==> config.mk <==
export PLATFORM = sky130hd
export DESIGN_NAME = tmz_timer0
export DESIGN_NICKNAME = d
export VERILOG_FILES = /design/src/inc/tmz_pkg.sv /design/src/rtl/tmz_prescaler.sv /design/src/rtl/tmz_timer0.sv
export SDC_FILE = /design/constraint.sdc
export NUM_CORES = 1
export LEC_CHECK = 0
export BUFFER_PORTS_ARGS = -buffer_cell sky130_fd_sc_hd__clkbuf_2
export CORE_MARGIN = 1
export CORE_UTILIZATION = 36
export DETAILED_ROUTE_END_ITERATION = 7
export HOLD_SLACK_MARGIN = 0.02
export PLACE_DENSITY_LB_ADDON = 0.3
export SLEW_MARGIN = 20
export SYNTH_ARGS = -nofsm -noshare
export SYNTH_HDL_FRONTEND = slang
export SYNTH_SLANG_ARGS = --single-unit
==> constraint.sdc <==
create_clock -name clock_i -period 3.38 [get_ports clock_i]
set_input_delay 0.338 -clock clock_i [delete_from_list [all_inputs] [get_ports clock_i]]
set_output_delay 0.338 -clock clock_i [all_outputs]
set_load 0.02 [all_outputs]
==> src/inc/tmz_pkg.sv <==
// Purpose: constants shared by the timer/counter block
// Assumes: one system clock; instruction cycle is four phase steps
// Notes: the option control register has no bus address of its own
package tmz_pkg;
  localparam logic [7:0] TIMER_COUNT_OFFSET = 8'h01;
  localparam logic [7:0] OPTION_RESET = 8'h3f;
  localparam int CSS_BIT = 5;
  localparam int EDGE_BIT = 4;
  localparam int PSA_BIT = 3;
  localparam int RATE_LSB = 0;
  localparam int INHIBIT_CYCLES = 2;
  localparam logic [7:0] PRESCALE_RESET = 8'h00;
  localparam logic [7:0] COUNT_RESET = 8'h00;
  localparam logic [1:0] INHIBIT_RESET = 2'h0;
  // Phase sequencer, Gray coded Q1..Q4
  typedef enum logic [1:0]
  {
    PH_Q1 = 2'b00,
    PH_Q2 = 2'b01,
    PH_Q3 = 2'b11,
    PH_Q4 = 2'b10
  } tmz_phase_t;
endpackage

==> src/rtl/tmz_prescaler.sv <==
// Purpose: 8-bit prescaler shared by timer and watchdog
// Assumes: count_i is a one-cycle pulse per event
// Notes: the count is not visible to software; only the tap is output
`timescale 1ns/1ps
module tmz_prescaler
(
  // Clock, reset and enable
  input wire logic clock_i,
  input wire logic rst_n_i,
  input wire logic enable_i,
  // Control
  input wire logic clear_i,
  input wire logic count_i,
  input wire logic [3:0] tap_i,
  // Divided output level
  output logic tap_o
);
  // No port exposes the count
  logic [7:0] count_q;
  logic [8:0] chain;

  // =====================================================
  // Divider
  assign chain = {count_q, count_i};

  always_ff @(posedge clock_i or negedge rst_n_i)
  begin
    if (!rst_n_i)
      count_q <= tmz_pkg::PRESCALE_RESET;
    else if (enable_i)
    begin
      if (clear_i)
        count_q <= tmz_pkg::PRESCALE_RESET;
      else if (count_i)
        count_q <= count_q + 8'h01;
    end
  end

  always_ff @(posedge clock_i or negedge rst_n_i)
  begin
    if (!rst_n_i)
      tap_o <= 1'b0;
    else if (enable_i)
      tap_o <= chain[tap_i];
  end

  // =====================================================
  // Assertions
  a_clear_zeroes_count: assert property
    (@(posedge clock_i) disable iff (!rst_n_i)
     enable_i && clear_i |=> count_q == tmz_pkg::PRESCALE_RESET)
    else $error("prescaler clear left a count");

  a_count_steps: assert property
    (@(posedge clock_i) disable iff (!rst_n_i)
     enable_i && !clear_i && count_i |=> count_q == $past(count_q) + 8'h01)
    else $error("prescaler missed an event");
endmodule

==> src/rtl/tmz_timer0.sv <==
// Purpose: 8-bit timer/counter with prescaler shared with the watchdog
// Assumes: inputs are synchronous to clock_i; write strobes last one cycle
// Notes: a prescaler tap is a level; the synchroniser counts its edges
`timescale 1ns/1ps

module tmz_timer0
(
  // Clock, reset, enable
  input wire logic clock_i,
  input wire logic rst_n_i,
  input wire logic clk_en_i,
  // Register access
  input wire logic [7:0] addr_i,
  input wire logic [7:0] wdata_i,
  input wire logic wr_i,
  input wire logic option_wr_i,
  // Watchdog side
  input wire logic watchdog_clear_instr_i,
  input wire logic watchdog_tick_i,
  // External count input
  input wire logic external_count_input_i,
  // Outputs
  output logic [7:0] timer_count_o,
  output logic watchdog_tick_o,
  output logic [7:0] option_o
);
  tmz_pkg::tmz_phase_t phase_q;
  logic [7:0] option_q;
  logic [7:0] count_q;
  logic [1:0] inhibit_q;
  logic ext_q;
  logic samp_q;
  logic rise_q;
  logic tap;
  logic tap_prev_q;
  logic watchdog_tick_q;
  logic tmr_wr;
  logic css;
  logic assign_wd;
  logic ext_adj;
  logic ext_rise;
  logic ps_src;
  logic ps_clear;
  logic ps_level;
  logic [3:0] tap_sel;
  logic [2:0] rate;
  logic inc_src;
  logic cycle_end;
  logic sample_phase;
  logic direct_mode;

  // =====================================================
  // Decode
  assign css = option_q[tmz_pkg::CSS_BIT];
  assign assign_wd = option_q[tmz_pkg::PSA_BIT];
  assign rate = option_q[tmz_pkg::RATE_LSB +: 3];
  assign tmr_wr = wr_i && (addr_i == tmz_pkg::TIMER_COUNT_OFFSET);
  assign cycle_end = (phase_q == tmz_pkg::PH_Q4);
  assign sample_phase = (phase_q == tmz_pkg::PH_Q2) ||
                        (phase_q == tmz_pkg::PH_Q4);
  // Timer mode with no prescaler counts instruction cycles directly
  assign direct_mode = !css && assign_wd;

  // =====================================================
  // Phase sequencer
  always_ff @(posedge clock_i or negedge rst_n_i)
  begin
    if (!rst_n_i)
      phase_q <= tmz_pkg::PH_Q1;
    else if (clk_en_i)
    begin
      case (phase_q)
        tmz_pkg::PH_Q1: phase_q <= tmz_pkg::PH_Q2;
        tmz_pkg::PH_Q2: phase_q <= tmz_pkg::PH_Q3;
        tmz_pkg::PH_Q3: phase_q <= tmz_pkg::PH_Q4;
        tmz_pkg::PH_Q4: phase_q <= tmz_pkg::PH_Q1;
        default: phase_q <= tmz_pkg::PH_Q1;
      endcase
    end
  end

  // =====================================================
  // Option control register
  always_ff @(posedge clock_i or negedge rst_n_i)
  begin
    if (!rst_n_i)
      option_q <= tmz_pkg::OPTION_RESET;
    else if (clk_en_i && option_wr_i)
      option_q <= {2'b00, wdata_i[5:0]};
  end

  // =====================================================
  // Edge selection
  // Falling edges become rising ones after the inversion
  assign ext_adj = external_count_input_i ^
                   option_q[tmz_pkg::EDGE_BIT];
  assign ext_rise = ext_adj && !ext_q;

  // Reset level matches a low pin under the reset edge choice
  always_ff @(posedge clock_i or negedge rst_n_i)
  begin
    if (!rst_n_i)
      ext_q <= 1'b1;
    else if (clk_en_i)
      ext_q <= ext_adj;
  end

  // =====================================================
  // Prescaler routing
  always_comb
  begin
    if (assign_wd)
    begin
      ps_src = watchdog_tick_i;
      ps_clear = watchdog_clear_instr_i;
      tap_sel = {1'b0, rate};
    end
    else
    begin
      ps_src = css ? ext_rise : cycle_end;
      ps_clear = tmr_wr;
      tap_sel = {1'b0, rate} + 4'h1;
    end
  end

  tmz_prescaler u_prescaler
  (
    .clock_i(clock_i),
    .rst_n_i(rst_n_i),
    .enable_i(clk_en_i),
    .clear_i(ps_clear),
    .count_i(ps_src),
    .tap_i(tap_sel),
    .tap_o(tap)
  );

  // Only one user sees the prescaler at a time
  assign ps_level = assign_wd ? ext_q : tap;

  // =====================================================
  // Synchroniser
  always_ff @(posedge clock_i or negedge rst_n_i)
  begin
    if (!rst_n_i)
    begin
      samp_q <= 1'b1;
      rise_q <= 1'b0;
    end
    else if (clk_en_i)
    begin
      if (sample_phase)
      begin
        samp_q <= ps_level;
        rise_q <= ps_level && !samp_q;
      end
      else
        rise_q <= 1'b0;
    end
  end

  // =====================================================
  // Write inhibit
  always_ff @(posedge clock_i or negedge rst_n_i)
  begin
    if (!rst_n_i)
      inhibit_q <= tmz_pkg::INHIBIT_RESET;
    else if (clk_en_i)
    begin
      if (tmr_wr)
        inhibit_q <= 2'(tmz_pkg::INHIBIT_CYCLES);
      else if (cycle_end && inhibit_q != 2'h0)
        inhibit_q <= inhibit_q - 2'h1;
    end
  end

  // =====================================================
  // Counter
  assign inc_src = direct_mode ? cycle_end : rise_q;

  always_ff @(posedge clock_i or negedge rst_n_i)
  begin
    if (!rst_n_i)
      count_q <= tmz_pkg::COUNT_RESET;
    else if (clk_en_i)
    begin
      if (tmr_wr)
        count_q <= wdata_i;
      else if (inc_src && inhibit_q == 2'h0)
        count_q <= count_q + 8'h01;
    end
  end

  // =====================================================
  // Watchdog tick
  always_ff @(posedge clock_i or negedge rst_n_i)
  begin
    if (!rst_n_i)
    begin
      tap_prev_q <= 1'b0;
      watchdog_tick_q <= 1'b0;
    end
    else if (clk_en_i)
    begin
      tap_prev_q <= tap;
      if (assign_wd)
        watchdog_tick_q <= tap && !tap_prev_q;
      else
        watchdog_tick_q <= watchdog_tick_i;
    end
  end

  // =====================================================
  // Outputs
  assign timer_count_o = count_q;
  assign option_o = option_q;
  assign watchdog_tick_o = watchdog_tick_q;

  // =====================================================
  // Assertions
  a_write_loads_count: assert property
    (@(posedge clock_i) disable iff (!rst_n_i)
     clk_en_i && tmr_wr |=> count_q == $past(wdata_i))
    else $error("count register write not loaded");

  a_inhibit_holds_count: assert property
    (@(posedge clock_i) disable iff (!rst_n_i)
     clk_en_i && !tmr_wr && inhibit_q != 2'h0 |=> count_q == $past(count_q))
    else $error("count moved during write inhibit");

  a_timer_mode_step: assert property
    (@(posedge clock_i) disable iff (!rst_n_i)
     clk_en_i && direct_mode && cycle_end && inhibit_q == 2'h0 && !tmr_wr
     |=> count_q == $past(count_q) + 8'h01)
    else $error("timer mode missed an instruction cycle");

  a_counter_waits_sync: assert property
    (@(posedge clock_i) disable iff (!rst_n_i)
     clk_en_i && css && !tmr_wr && !rise_q |=> count_q == $past(count_q))
    else $error("counter mode moved without a synchronised edge");

  a_sync_on_phase: assert property
    (@(posedge clock_i) disable iff (!rst_n_i)
     rise_q && $past(clk_en_i) |-> $past(sample_phase))
    else $error("edge taken outside phases two and four");

  a_wd_tick_passes: assert property
    (@(posedge clock_i) disable iff (!rst_n_i)
     clk_en_i && !assign_wd |=> watchdog_tick_q == $past(watchdog_tick_i))
    else $error("watchdog divided while timer owns prescaler");

  c_timer_step: cover property
    (@(posedge clock_i) disable iff (!rst_n_i)
     direct_mode && cycle_end && inhibit_q == 2'h0);

  c_counter_step: cover property
    (@(posedge clock_i) disable iff (!rst_n_i)
     css && rise_q && inhibit_q == 2'h0);

  c_count_wrap: cover property
    (@(posedge clock_i) disable iff (!rst_n_i)
     count_q == 8'hff ##1 count_q == 8'h00);
endmodule

==> metrics.cfg, run 1 <==
[floorplanning]
fp.dieW_um = 75.8
core_area_sq_um = 5170
start_util_pct = 37.9
placement_rows = 26
die-height_um = 75.8
top_level_ports = 41
die_area_sq_um = 5740

[finish]
utilization_pct = 44.3
fin_cells = 305
synthToLayoutAreaGrowth_pct = 17.0
insertedDiodeCount = 0
layout.cell_area.non_filler_sq_um = 2290
fraction_of_layout_cells_with_a_size_suffix_above_1_pct = 34.5
num-nets-final = 266

[global_routing]
grt_pass1_wl_um = 7240
first_global_vias = 1517
antenna_violations_before_repair = 0
overall_overflow_remaining_after_global_route = 0
track_usage_pct = 17.1
grt_max_degree = 33

[power]
static_leakage_nw = 1.06
vdd_ir_max_mv = 0.338
power_per_cell_area_nw_per_um2 = 607

[worst_setup_path]
worst_setup_path_endpoint = u_prescaler.count_q[4]
category_of_the_critical_setup_timing_path = flip-flop to flip-flop
cp-end-kind = flip-flop
cp_num_buf_inv = 1
timing.rr.start = phase_q[0]
worstPathArrival_ns = 2.23
crit_reg_reg_endpoint = u_prescaler.count_q[4]
crit_path_max_fanout = 9
rrSetupSlack_ns = 1.33
cp_cell_sequence = inv_1, ha_1, nor2b_1, a311o_1, o221ai_4, nor2_4, a221o_1
startpoint_type = flip-flop
path_depth = 7
max_stage_delay_ns = 0.38
cp.required_ns = 3.55
reg2regPathDepth = 7
timing.critical_path.from = phase_q[0]
cell_class_contributing_the_biggest_share_of_worst_path_delay = compound AO/OA/AOI/OAI gates
critPathSlowestCell = sky130_fd_sc_hd__dfrtp_1

[clock_tree]
cts_tree = yes
worst_setup_hold_path_clk_slew_ns = 0.07
cts_resized = 0
worst_skew_pair.late_latency_ns = 0.29
clk_root_buf = sky130_fd_sc_hd__clkbuf_8
cts_buffers = 5
clock_sinks = 32
cts_stage_hold_buffer_count = 0
postCtsSetupRepairBufs = 0
clock_path_buffers = 2
htree_levels = 2

[drt]
ant_nets = 0
post_drt_wl_per_cell_um = 13.8
drc = 0
totalWireLength_um = 4200
drt-pass1-iter-count = 4
detail_route.iter0.violations = 89
avgViaCountPerCell = 5.23
via_count = 1594

[sta]
slew_viol_final = 0
timing_worst_slew_pin_value_ns = 0.802
postLayoutSetupSlackWorst_ns = 1.33
shortest_clock_period_the_worst_path_allows_after_layout_ns = 2.05
fmax_mhz = 487
final-hold-violation-count = 0
setup_tns_ns = 0
final_min_period_over_clock_period_pct = 60.7
worst_clock_skew_ns = 0.00474
slew_limit_headroom_pct = 46.5
finalSetupViolCount = 0
setup_repair_after_global_routing_missed_its_margin = false

[synthesis]
yosys_warning_total = 0
synth_seq_area_share_pct = 41.4
synth_area_per_cell_sq_um = 9.90
synth_area_sq_um = 1960
synth_ff_type = sky130_fd_sc_hd__dfrtp_1
synth.lib_cells_used.distinct = 49
number_of_flops_mapped_to_enable_cells_by_yosys = 0
ys_async_sr_fraction_pct = 100
synth.ff_latch_count = 32
postSynthCellCount = 198

[placement]
dp.final_hpwl_um = 2970
gp_congestion = 0.740
dpl.cell_count = 297
preCtsSetupSlack_ns = 1.34
port-buffer-count = 38
placement.cell_area_sq_um = 2190

[job]
maxCapViolCount = 0

[min_path]
worstHoldPathType = primary input to asynchronous set/reset pin

[outcome]
outcome = complete, no violations

-- flip-flops by register name (all words and copies together) (netlist names) --
| register | cells |
|---|---|
| ext_q | 1 |
| inhibit_q | 2 |
| option_o | 6 |
| phase_q | 2 |
| rise_q | 1 |
| samp_q | 1 |
| tap_prev_q | 1 |
| timer_count_o | 8 |
| u_prescaler.count_q | 8 |
| u_prescaler.tap_o | 1 |
| watchdog_tick_o | 1 |
-- area by class of cell --
| type | instances | area, sq um |
|---|---|---|
| well taps | 70 | 87.6 |
| multi-input cells | 144 | 1050 |
| inverters | 12 | 45.0 |
| fillers | 514 | 2880 |
| repair buffers | 39 | 198 |
| clock buffers | 8 | 100 |
| flip-flops and latches | 32 | 811 |
-- placed cells by master, fill, tap and decap left out, drive strengths merged, types with 2 or more instances in the layout --
cell,count
o21ai,14
o221ai,2
dfrtp,24
nand4b,2
a21oi,8
o21a,2
and3,3
nand2,16
mux2,9
xor2,2
nor2b,4
nor3b,4
o22ai,3
dfstp,8
clkbuf,46
and2,2
a21o,5
inv,12
a31oi,10
nor2,7
nand4,3
o211ai,2
nand3,10
mux2i,3
a22o,6
ha,8
o21bai,2
conb,2
nand2b,3
-- synthesized netlist by cell type, types with 3 or more instances --
library cell                n  area share [%]
sky130_fd_sc_hd__nand3_1   10             2.6
sky130_fd_sc_hd__buf_4      3             1.1
sky130_fd_sc_hd__nor2b_1    3            0.96
sky130_fd_sc_hd__nand2_1   16             3.1
sky130_fd_sc_hd__dfstp_2    8              11
sky130_fd_sc_hd__nor2_1     6             1.1
sky130_fd_sc_hd__o22ai_1    3            0.96
sky130_fd_sc_hd__dfrtp_1   24              31
sky130_fd_sc_hd__nand2b_1   3            0.96
sky130_fd_sc_hd__o21ai_0   13             3.3
sky130_fd_sc_hd__buf_2      3            0.77
sky130_fd_sc_hd__a31oi_1   10             3.2
sky130_fd_sc_hd__nand4_1    3            0.96
sky130_fd_sc_hd__mux2_2     9             5.2
sky130_fd_sc_hd__a21o_2     3             1.3
sky130_fd_sc_hd__a21oi_1    8             2.0
sky130_fd_sc_hd__nor3b_1    4             1.5
sky130_fd_sc_hd__inv_1     12             2.3
sky130_fd_sc_hd__mux2i_1    3             1.5
sky130_fd_sc_hd__and3_1     3            0.96
sky130_fd_sc_hd__a22o_2     6             3.1
sky130_fd_sc_hd__clkbuf_1   4            0.77
sky130_fd_sc_hd__ha_1       8             5.1
-- where the power goes --
group,switching (mW),leakage [nW],internal [mW],total [mW]
Sequential,0.110,0.391,0.498,0.607
Clock,0.142,0.0515,0.186,0.327
Combinational,0.246,0.622,0.210,0.456
-- worst min-delay path by stage --
| stage | endpoint | slack, ns |
|---|---|---|
| global route | timer_count_o[6] | 0.19 |
| detailed placement | timer_count_o[6] | 0.47 |
| finish | timer_count_o[6] | 0.13 |
| global placement | inhibit_q[0] | 0.46 |
| CTS | timer_count_o[6] | 0.16 |
| floorplan | inhibit_q[0] | 0.04 |
-- metrics by stage --
step                hold WS [ns]  power, mW
finish                     0.126       1.39
global route               0.187       1.50
CTS                        0.157       1.41
detailed placement         0.469       1.07
global placement           0.461       1.06
floorplan                 0.0424      0.937
-- logic make-up (layout without fill, tap and decap cells) --
kind of cell / after synthesis / in the layout / share of synthesized area [%]
AND/OR/NAND/NOR: 59 / 59 / 17.1
multiplexers: 13 / 13 / 7.85
AO/OA/AOI/OAI: 59 / 59 / 21.5
flip-flops: 32 / 32 / 41.4
XOR/XNOR: 3 / 3 / 1.72
other: 1 / 2 / 0.191
adder cells (fa/ha/maj): 8 / 8 / 5.11
buffers and inverters: 23 / 59 / 5.17
-- routing by layer --
layer / GRT usage, % / wire, um
met3: 3.70 / 203
met5: 0 / 0
met2: 25.8 / 1890
met1: 23.4 / 2030
met4: 8.02 / 80
Power figures use the tool's default switching activity.
==> run 2, diff against run 1 <==
clock period = 1.85 ns   (was 3.38 ns; I/O delays follow)
==> metrics.cfg, run 2 (synthesis gave the netlist of run 1 again) <==
[power]
totalPowerFinal_mw = 2.76
swShare_pct = 35.3
netSwitchingPower_uw = 972
power_report.internal_total_mw = 1.78
power_frac_seq_pct = 39.3
vdd_ir_max_mv = 0.539
pwr-share-comb_pct = 36.3
clockPowerShare_pct = 24.3
power_per_cell_area_nw_per_um2 = 1120
static_leakage_nw = 1.13

[worst_setup_path]
rrSetupSlack_ns = 0.03
timing.critical_path.from = option_o[4]
category_of_the_critical_setup_timing_path = flip-flop to flip-flop
worst_setup_path_endpoint = u_prescaler.count_q[6]
reg2regPathDepth = 6
crit_reg_reg_endpoint = u_prescaler.count_q[6]
startpoint_type = flip-flop
worstPathArrival_ns = 2.00
timing.rr.start = option_o[4]
cp.required_ns = 2.03
crit_path_max_fanout = 6
cp-end-kind = flip-flop

[finish]
fraction_of_layout_cells_with_a_size_suffix_above_1_pct = 39.8
fillers = 491
layout.cells.most_common_list = sky130_fd_sc_hd__clkbuf_2 (38), sky130_fd_sc_hd__dfrtp_1 (24), sky130_fd_sc_hd__nand2_1 (16)
num-nets-final = 277
insertedDiodeCount = 0
layout.cell_area.non_filler_sq_um = 2460
mostFrequentLayoutCell = sky130_fd_sc_hd__clkbuf_2
synthToLayoutAreaGrowth_pct = 25.6

[drt]
drc = 0
detail_route.iter0.violations = 114
drt-pass1-iter-count = 4
post_drt_wl_per_cell_um = 14.2
via_count = 1672
avgViaCountPerCell = 5.29
ant_nets = 0
totalWireLength_um = 4480

[sta]
postLayoutSetupSlackWorst_ns = 0.0309
slew_viol_final = 0
final-hold-violation-count = 0
timing_worst_slew_pin_value_ns = 0.820
final_min_period_over_clock_period_pct = 98.3
slew_limit_headroom_pct = 45.3
hold_slack_ns = 0.149
setup_repair_after_global_routing_missed_its_margin = true
fmax_mhz = 550
worst_clock_skew_ns = 0.00864
finalSetupViolCount = 0
shortest_clock_period_the_worst_path_allows_after_layout_ns = 1.82

[global_routing]
grt_pass1_wl_um = 7330
first_global_vias = 1563
grt_max_degree = 33
antenna_violations_before_repair = 0
track_usage_pct = 17.4
overall_overflow_remaining_after_global_route = 0

[clock_tree]
cts_tree = yes
cts_buffers = 5
clock_sinks = 32
worst_skew_pair.late_latency_ns = 0.29
clk_root_buf = sky130_fd_sc_hd__clkbuf_8
clock_path_buffers = 2
htree_levels = 2
worst_setup_hold_path_clk_slew_ns = 0.07

[floorplanning]
core_area_sq_um = 5170
fp.dieW_um = 75.8
start_util_pct = 37.9
placement_rows = 26
top_level_ports = 41
die-height_um = 75.8
die_area_sq_um = 5740

[placement]
placement.cell_area_sq_um = 2290
dp.final_hpwl_um = 3230
preCtsSetupSlack_ns = 0.0124
gp_congestion = 0.812
port-buffer-count = 38

[min_path]
worstHoldPathType = primary input to flip-flop

[outcome]
outcome = complete, no violations

[job]
maxCapViolCount = 0

==> run 2: worst min-delay path by stage <==
stage                           from  depth (start not counted)  slack (ns)          endpoint
after CTS                 wdata_i[5]                          2        0.14       option_o[5]
after global placement       rst_n_i                          1        0.32  timer_count_o[6]
after global routing      wdata_i[5]                          2        0.14       option_o[5]
after detailed placement     rst_n_i                          1        0.32  timer_count_o[6]
final                     wdata_i[5]                          2        0.15       option_o[5]
after floorplan              rst_n_i                          0       -0.11      inhibit_q[0]
==> run 2: worst max-delay path: stages, from the launching register on <==
cell,delay (ns)
sky130_fd_sc_hd__dfstp_2,0.56
sky130_fd_sc_hd__xor2_2,0.16
sky130_fd_sc_hd__a311o_1,0.27
sky130_fd_sc_hd__o221ai_4,0.17
sky130_fd_sc_hd__buf_6,0.17
sky130_fd_sc_hd__a21o_2,0.18
sky130_fd_sc_hd__a22o_2,0.20
==> run 2: metal layers <==
layer  up-vias  share of wire, %  track usage (%)
li1        818                 -                -
met2        42                47             27.7
met3         5               3.6             4.50
met5         -                 0                0
met1       807                47             22.7
met4         0               1.8             6.79
==> run 2: power by group through the flow <==
stage,Combinational (mW),Clock [mW],Sequential [mW]
after floorplan,0.592,0,1.13
after global placement,0.933,0,1.08
after detailed placement,0.955,0,1.08
after CTS,0.966,0.685,1.07
after global routing,1.12,0.722,1.11
final,1.00,0.671,1.08
==> run 2: final cells by class <==
class | instances | area (sq um) | share of cell area [%]
tap | 70 | 87.6 | 3.56
inverter | 12 | 45.0 | 1.83
sequential | 32 | 811 | 32.9
multi-input combinational | 144 | 1110 | 45.1
clock inverter | 2 | 35.0 | 1.42
clock buffer | 6 | 72.6 | 2.95
timing repair buffer | 50 | 299 | 12.2
==> run 2: stage by stage <==
stage | cells | util (%) | TNS [ns]
after CTS | 315 | 46.6 | 0
after floorplan | 199 | - | -0.0525
after global routing | 316 | 47.6 | -0.147
final | 316 | 47.6 | 0
after detailed placement | 306 | 44.3 | 0
after global placement | 306 | 44.3 | 0
==> run 2: what timing repair did <==
action / CTS / global route
setup endpoints to repair: 4 / 7
resized for setup: 1 / 8
pin swaps: 1 / 3
hold endpoints to repair: 22 / 0
hold buffers: 1 / 0
buffers inserted: 0 / 1
==> run 3, diff against run 2 <==
==> constraint.sdc (replaced) <==
create_clock -name clock_i -period 1.85 [get_ports clock_i]
set_input_delay 0.0925 -clock clock_i [delete_from_list [all_inputs] [get_ports clock_i]]
set_output_delay 0.0925 -clock clock_i [all_outputs]
set_load 0.02 [all_outputs]
==> metrics.cfg, run 3 (synthesis gave the netlist of run 1 again) <==
[power]
clockPowerShare_pct = 20.5
power_frac_seq_pct = 40.8
static_leakage_nw = 1.14
netSwitchingPower_uw = 955
power_report.internal_total_mw = 1.71
swShare_pct = 35.8
pwr-share-comb_pct = 38.7
totalPowerFinal_mw = 2.67
vdd_ir_max_mv = 0.563
power_per_cell_area_nw_per_um2 = 1080

[worst_setup_path]
rrSetupSlack_ns = -0.01
cp_num_buf_inv = 0
reg2regPathDepth = 6
cp_cell_sequence = ha_2, nor2b_4, a311o_1, o221ai_4, nor2_4, a221o_1
timing.rr.start = phase_q[1]
startpoint_type = flip-flop
cell_class_contributing_the_biggest_share_of_worst_path_delay = compound AO/OA/AOI/OAI gates
critPathSlowestCell = sky130_fd_sc_hd__dfrtp_1
crit_path_max_fanout = 8
worstPathArrival_ns = 2.03
cp-end-kind = flip-flop
path_depth = 6
max_stage_delay_ns = 0.41
cp.required_ns = 2.01
category_of_the_critical_setup_timing_path = flip-flop to flip-flop
crit_reg_reg_endpoint = u_prescaler.count_q[4]

[drt]
detail_route.iter0.violations = 115
via_count = 1669
post_drt_wl_per_cell_um = 13.7
totalWireLength_um = 4400
ant_nets = 0
avgViaCountPerCell = 5.22
drt-pass1-iter-count = 4
drc = 0

[floorplanning]
die_area_sq_um = 5740
placement_rows = 26
core_area_sq_um = 5170
top_level_ports = 41
fp.dieW_um = 75.8
die-height_um = 75.8
start_util_pct = 37.9

[global_routing]
gr-max-usage-layer = met2
overall_overflow_remaining_after_global_route = 0
grt_pass1_wl_um = 7220
antenna_violations_before_repair = 0
grt_max_degree = 33
gr-usage-met3_pct = 2.91
track_usage_pct = 17.1
use_met2_pct = 26.6
first_global_vias = 1555
gr-usage-met1_pct = 23.8

[sta]
fmax_mhz = 537
slew_limit_headroom_pct = 48.1
setup_tns_ns = -0.0139
final-hold-violation-count = 0
final_min_period_over_clock_period_pct = 101
setup_repair_after_global_routing_missed_its_margin = true
shortest_clock_period_the_worst_path_allows_after_layout_ns = 1.86
timing_worst_slew_pin_value_ns = 0.778
worst_clock_skew_ns = 0.00701
finalSetupViolCount = 1
postLayoutSetupSlackWorst_ns = -0.0139
slew_viol_final = 0

[job]
maxCapViolCount = 0

[finish]
num-nets-final = 281
layout.cells.most_common_list = sky130_fd_sc_hd__clkbuf_2 (38), sky130_fd_sc_hd__dfrtp_1 (24), sky130_fd_sc_hd__nand2_1 (16)
mostFrequentLayoutCell = sky130_fd_sc_hd__clkbuf_2
insertedDiodeCount = 0
synthToLayoutAreaGrowth_pct = 25.8
fraction_of_layout_cells_with_a_size_suffix_above_1_pct = 40.8
fin_cells = 320
utilization_pct = 47.7

[min_path]
hold_path_depth = 2
worstHoldPathType = primary input to flip-flop
hp-start = wdata_i[2]
hold_path_end = option_o[2]

[clock_tree]
htree_levels = 2
worst_setup_hold_path_clk_slew_ns = 0.07
cts_tree = yes
clock_sinks = 32
clock_path_buffers = 2
worst_skew_pair.late_latency_ns = 0.28
clk_root_buf = sky130_fd_sc_hd__clkbuf_8
cts_buffers = 5

[outcome]
failed_checks = setup timing
outcome = finished with violations

[placement]
dp.final_hpwl_um = 3250
dpl.cell_count = 307
port-buffer-count = 38
gp_congestion = 0.869

## run 3: changes by cell type in the layout (fill, tap and decap cells not counted)
cell / previous run / this run
sky130_fd_sc_hd__clkbuf_8: 5 / 6
sky130_fd_sc_hd__clkbuf_1: 1 / 0
sky130_fd_sc_hd__and2_2: 1 / 0
sky130_fd_sc_hd__and2_1: 1 / 2
sky130_fd_sc_hd__bufinv_16: 1 / 0
sky130_fd_sc_hd__buf_4: 9 / 14
sky130_fd_sc_hd__clkinv_2: 1 / 2
sky130_fd_sc_hd__ha_2: 0 / 1
sky130_fd_sc_hd__a21o_2: 3 / 1
sky130_fd_sc_hd__ha_4: 2 / 1
sky130_fd_sc_hd__buf_12: 1 / 0
sky130_fd_sc_hd__a21o_4: 0 / 2
## run 3: stage by stage
| stage | instance area (sq um) | hold WS, ns | setup WS (ns) |
|---|---|---|---|
| 4_1_cts | 2390 | 0.0586 | 0.00965 |
| 3_5_place_dp | 2280 | 0.225 | 0.0154 |
| 3_3_place_gp | 2280 | 0.227 | 0.0534 |
| 6_report | 2460 | 0.0619 | -0.0139 |
| 2_1_floorplan | 1980 | -0.203 | -0.0525 |
| 5_1_grt | 2460 | 0.0756 | -0.0875 |
## run 3: metal layers
metal	vias up	share of wire, %	wire (um)
met5	-	0	0
met4	0	1.6	72
met3	7	3.0	132
met2	39	45	1980
met1	796	50	2210
li1	827	-	-
## run 3: area by class of cell
| cell class | instances | area, sq um |
|---|---|---|
| repair buffers | 54 | 317 |
| multi-input cells | 144 | 1110 |
| well taps | 70 | 87.6 |
| fillers | 494 | 2710 |
| clock inverters | 2 | 10.0 |
| flip-flops and latches | 32 | 811 |
| inverters | 12 | 45.0 |
| clock buffers | 6 | 82.6 |
## run 3: worst max-delay path by stage
stage	startpoint	to	slack (ns)
floorplan	option_o[0]	u_prescaler.tap_o	-0.05
global placement	phase_q[1]	u_prescaler.count_q[4]	0.05
detailed placement	option_o[1]	u_prescaler.tap_o	0.02
CTS	option_o[1]	u_prescaler.tap_o	0.01
global route	phase_q[1]	u_prescaler.count_q[4]	-0.09
finish	phase_q[1]	u_prescaler.count_q[4]	-0.01
## run 3: power groups by stage
stage	registers, mW	logic [mW]	clock network, mW
2_1_floorplan	1.13	0.592	0
3_3_place_gp	1.09	0.926	0
3_5_place_dp	1.09	0.940	0
4_1_cts	1.08	0.943	0.559
5_1_grt	1.12	1.17	0.594
6_report	1.09	1.03	0.548
## run 3: what timing repair did
action / 4_1_cts / 5_1_grt
setup buffers: 0 / 4
hold endpoints to repair: 24 / 0
gates resized for setup: 0 / 10
setup endpoints to repair: 0 / 8
hold buffers: 1 / 0
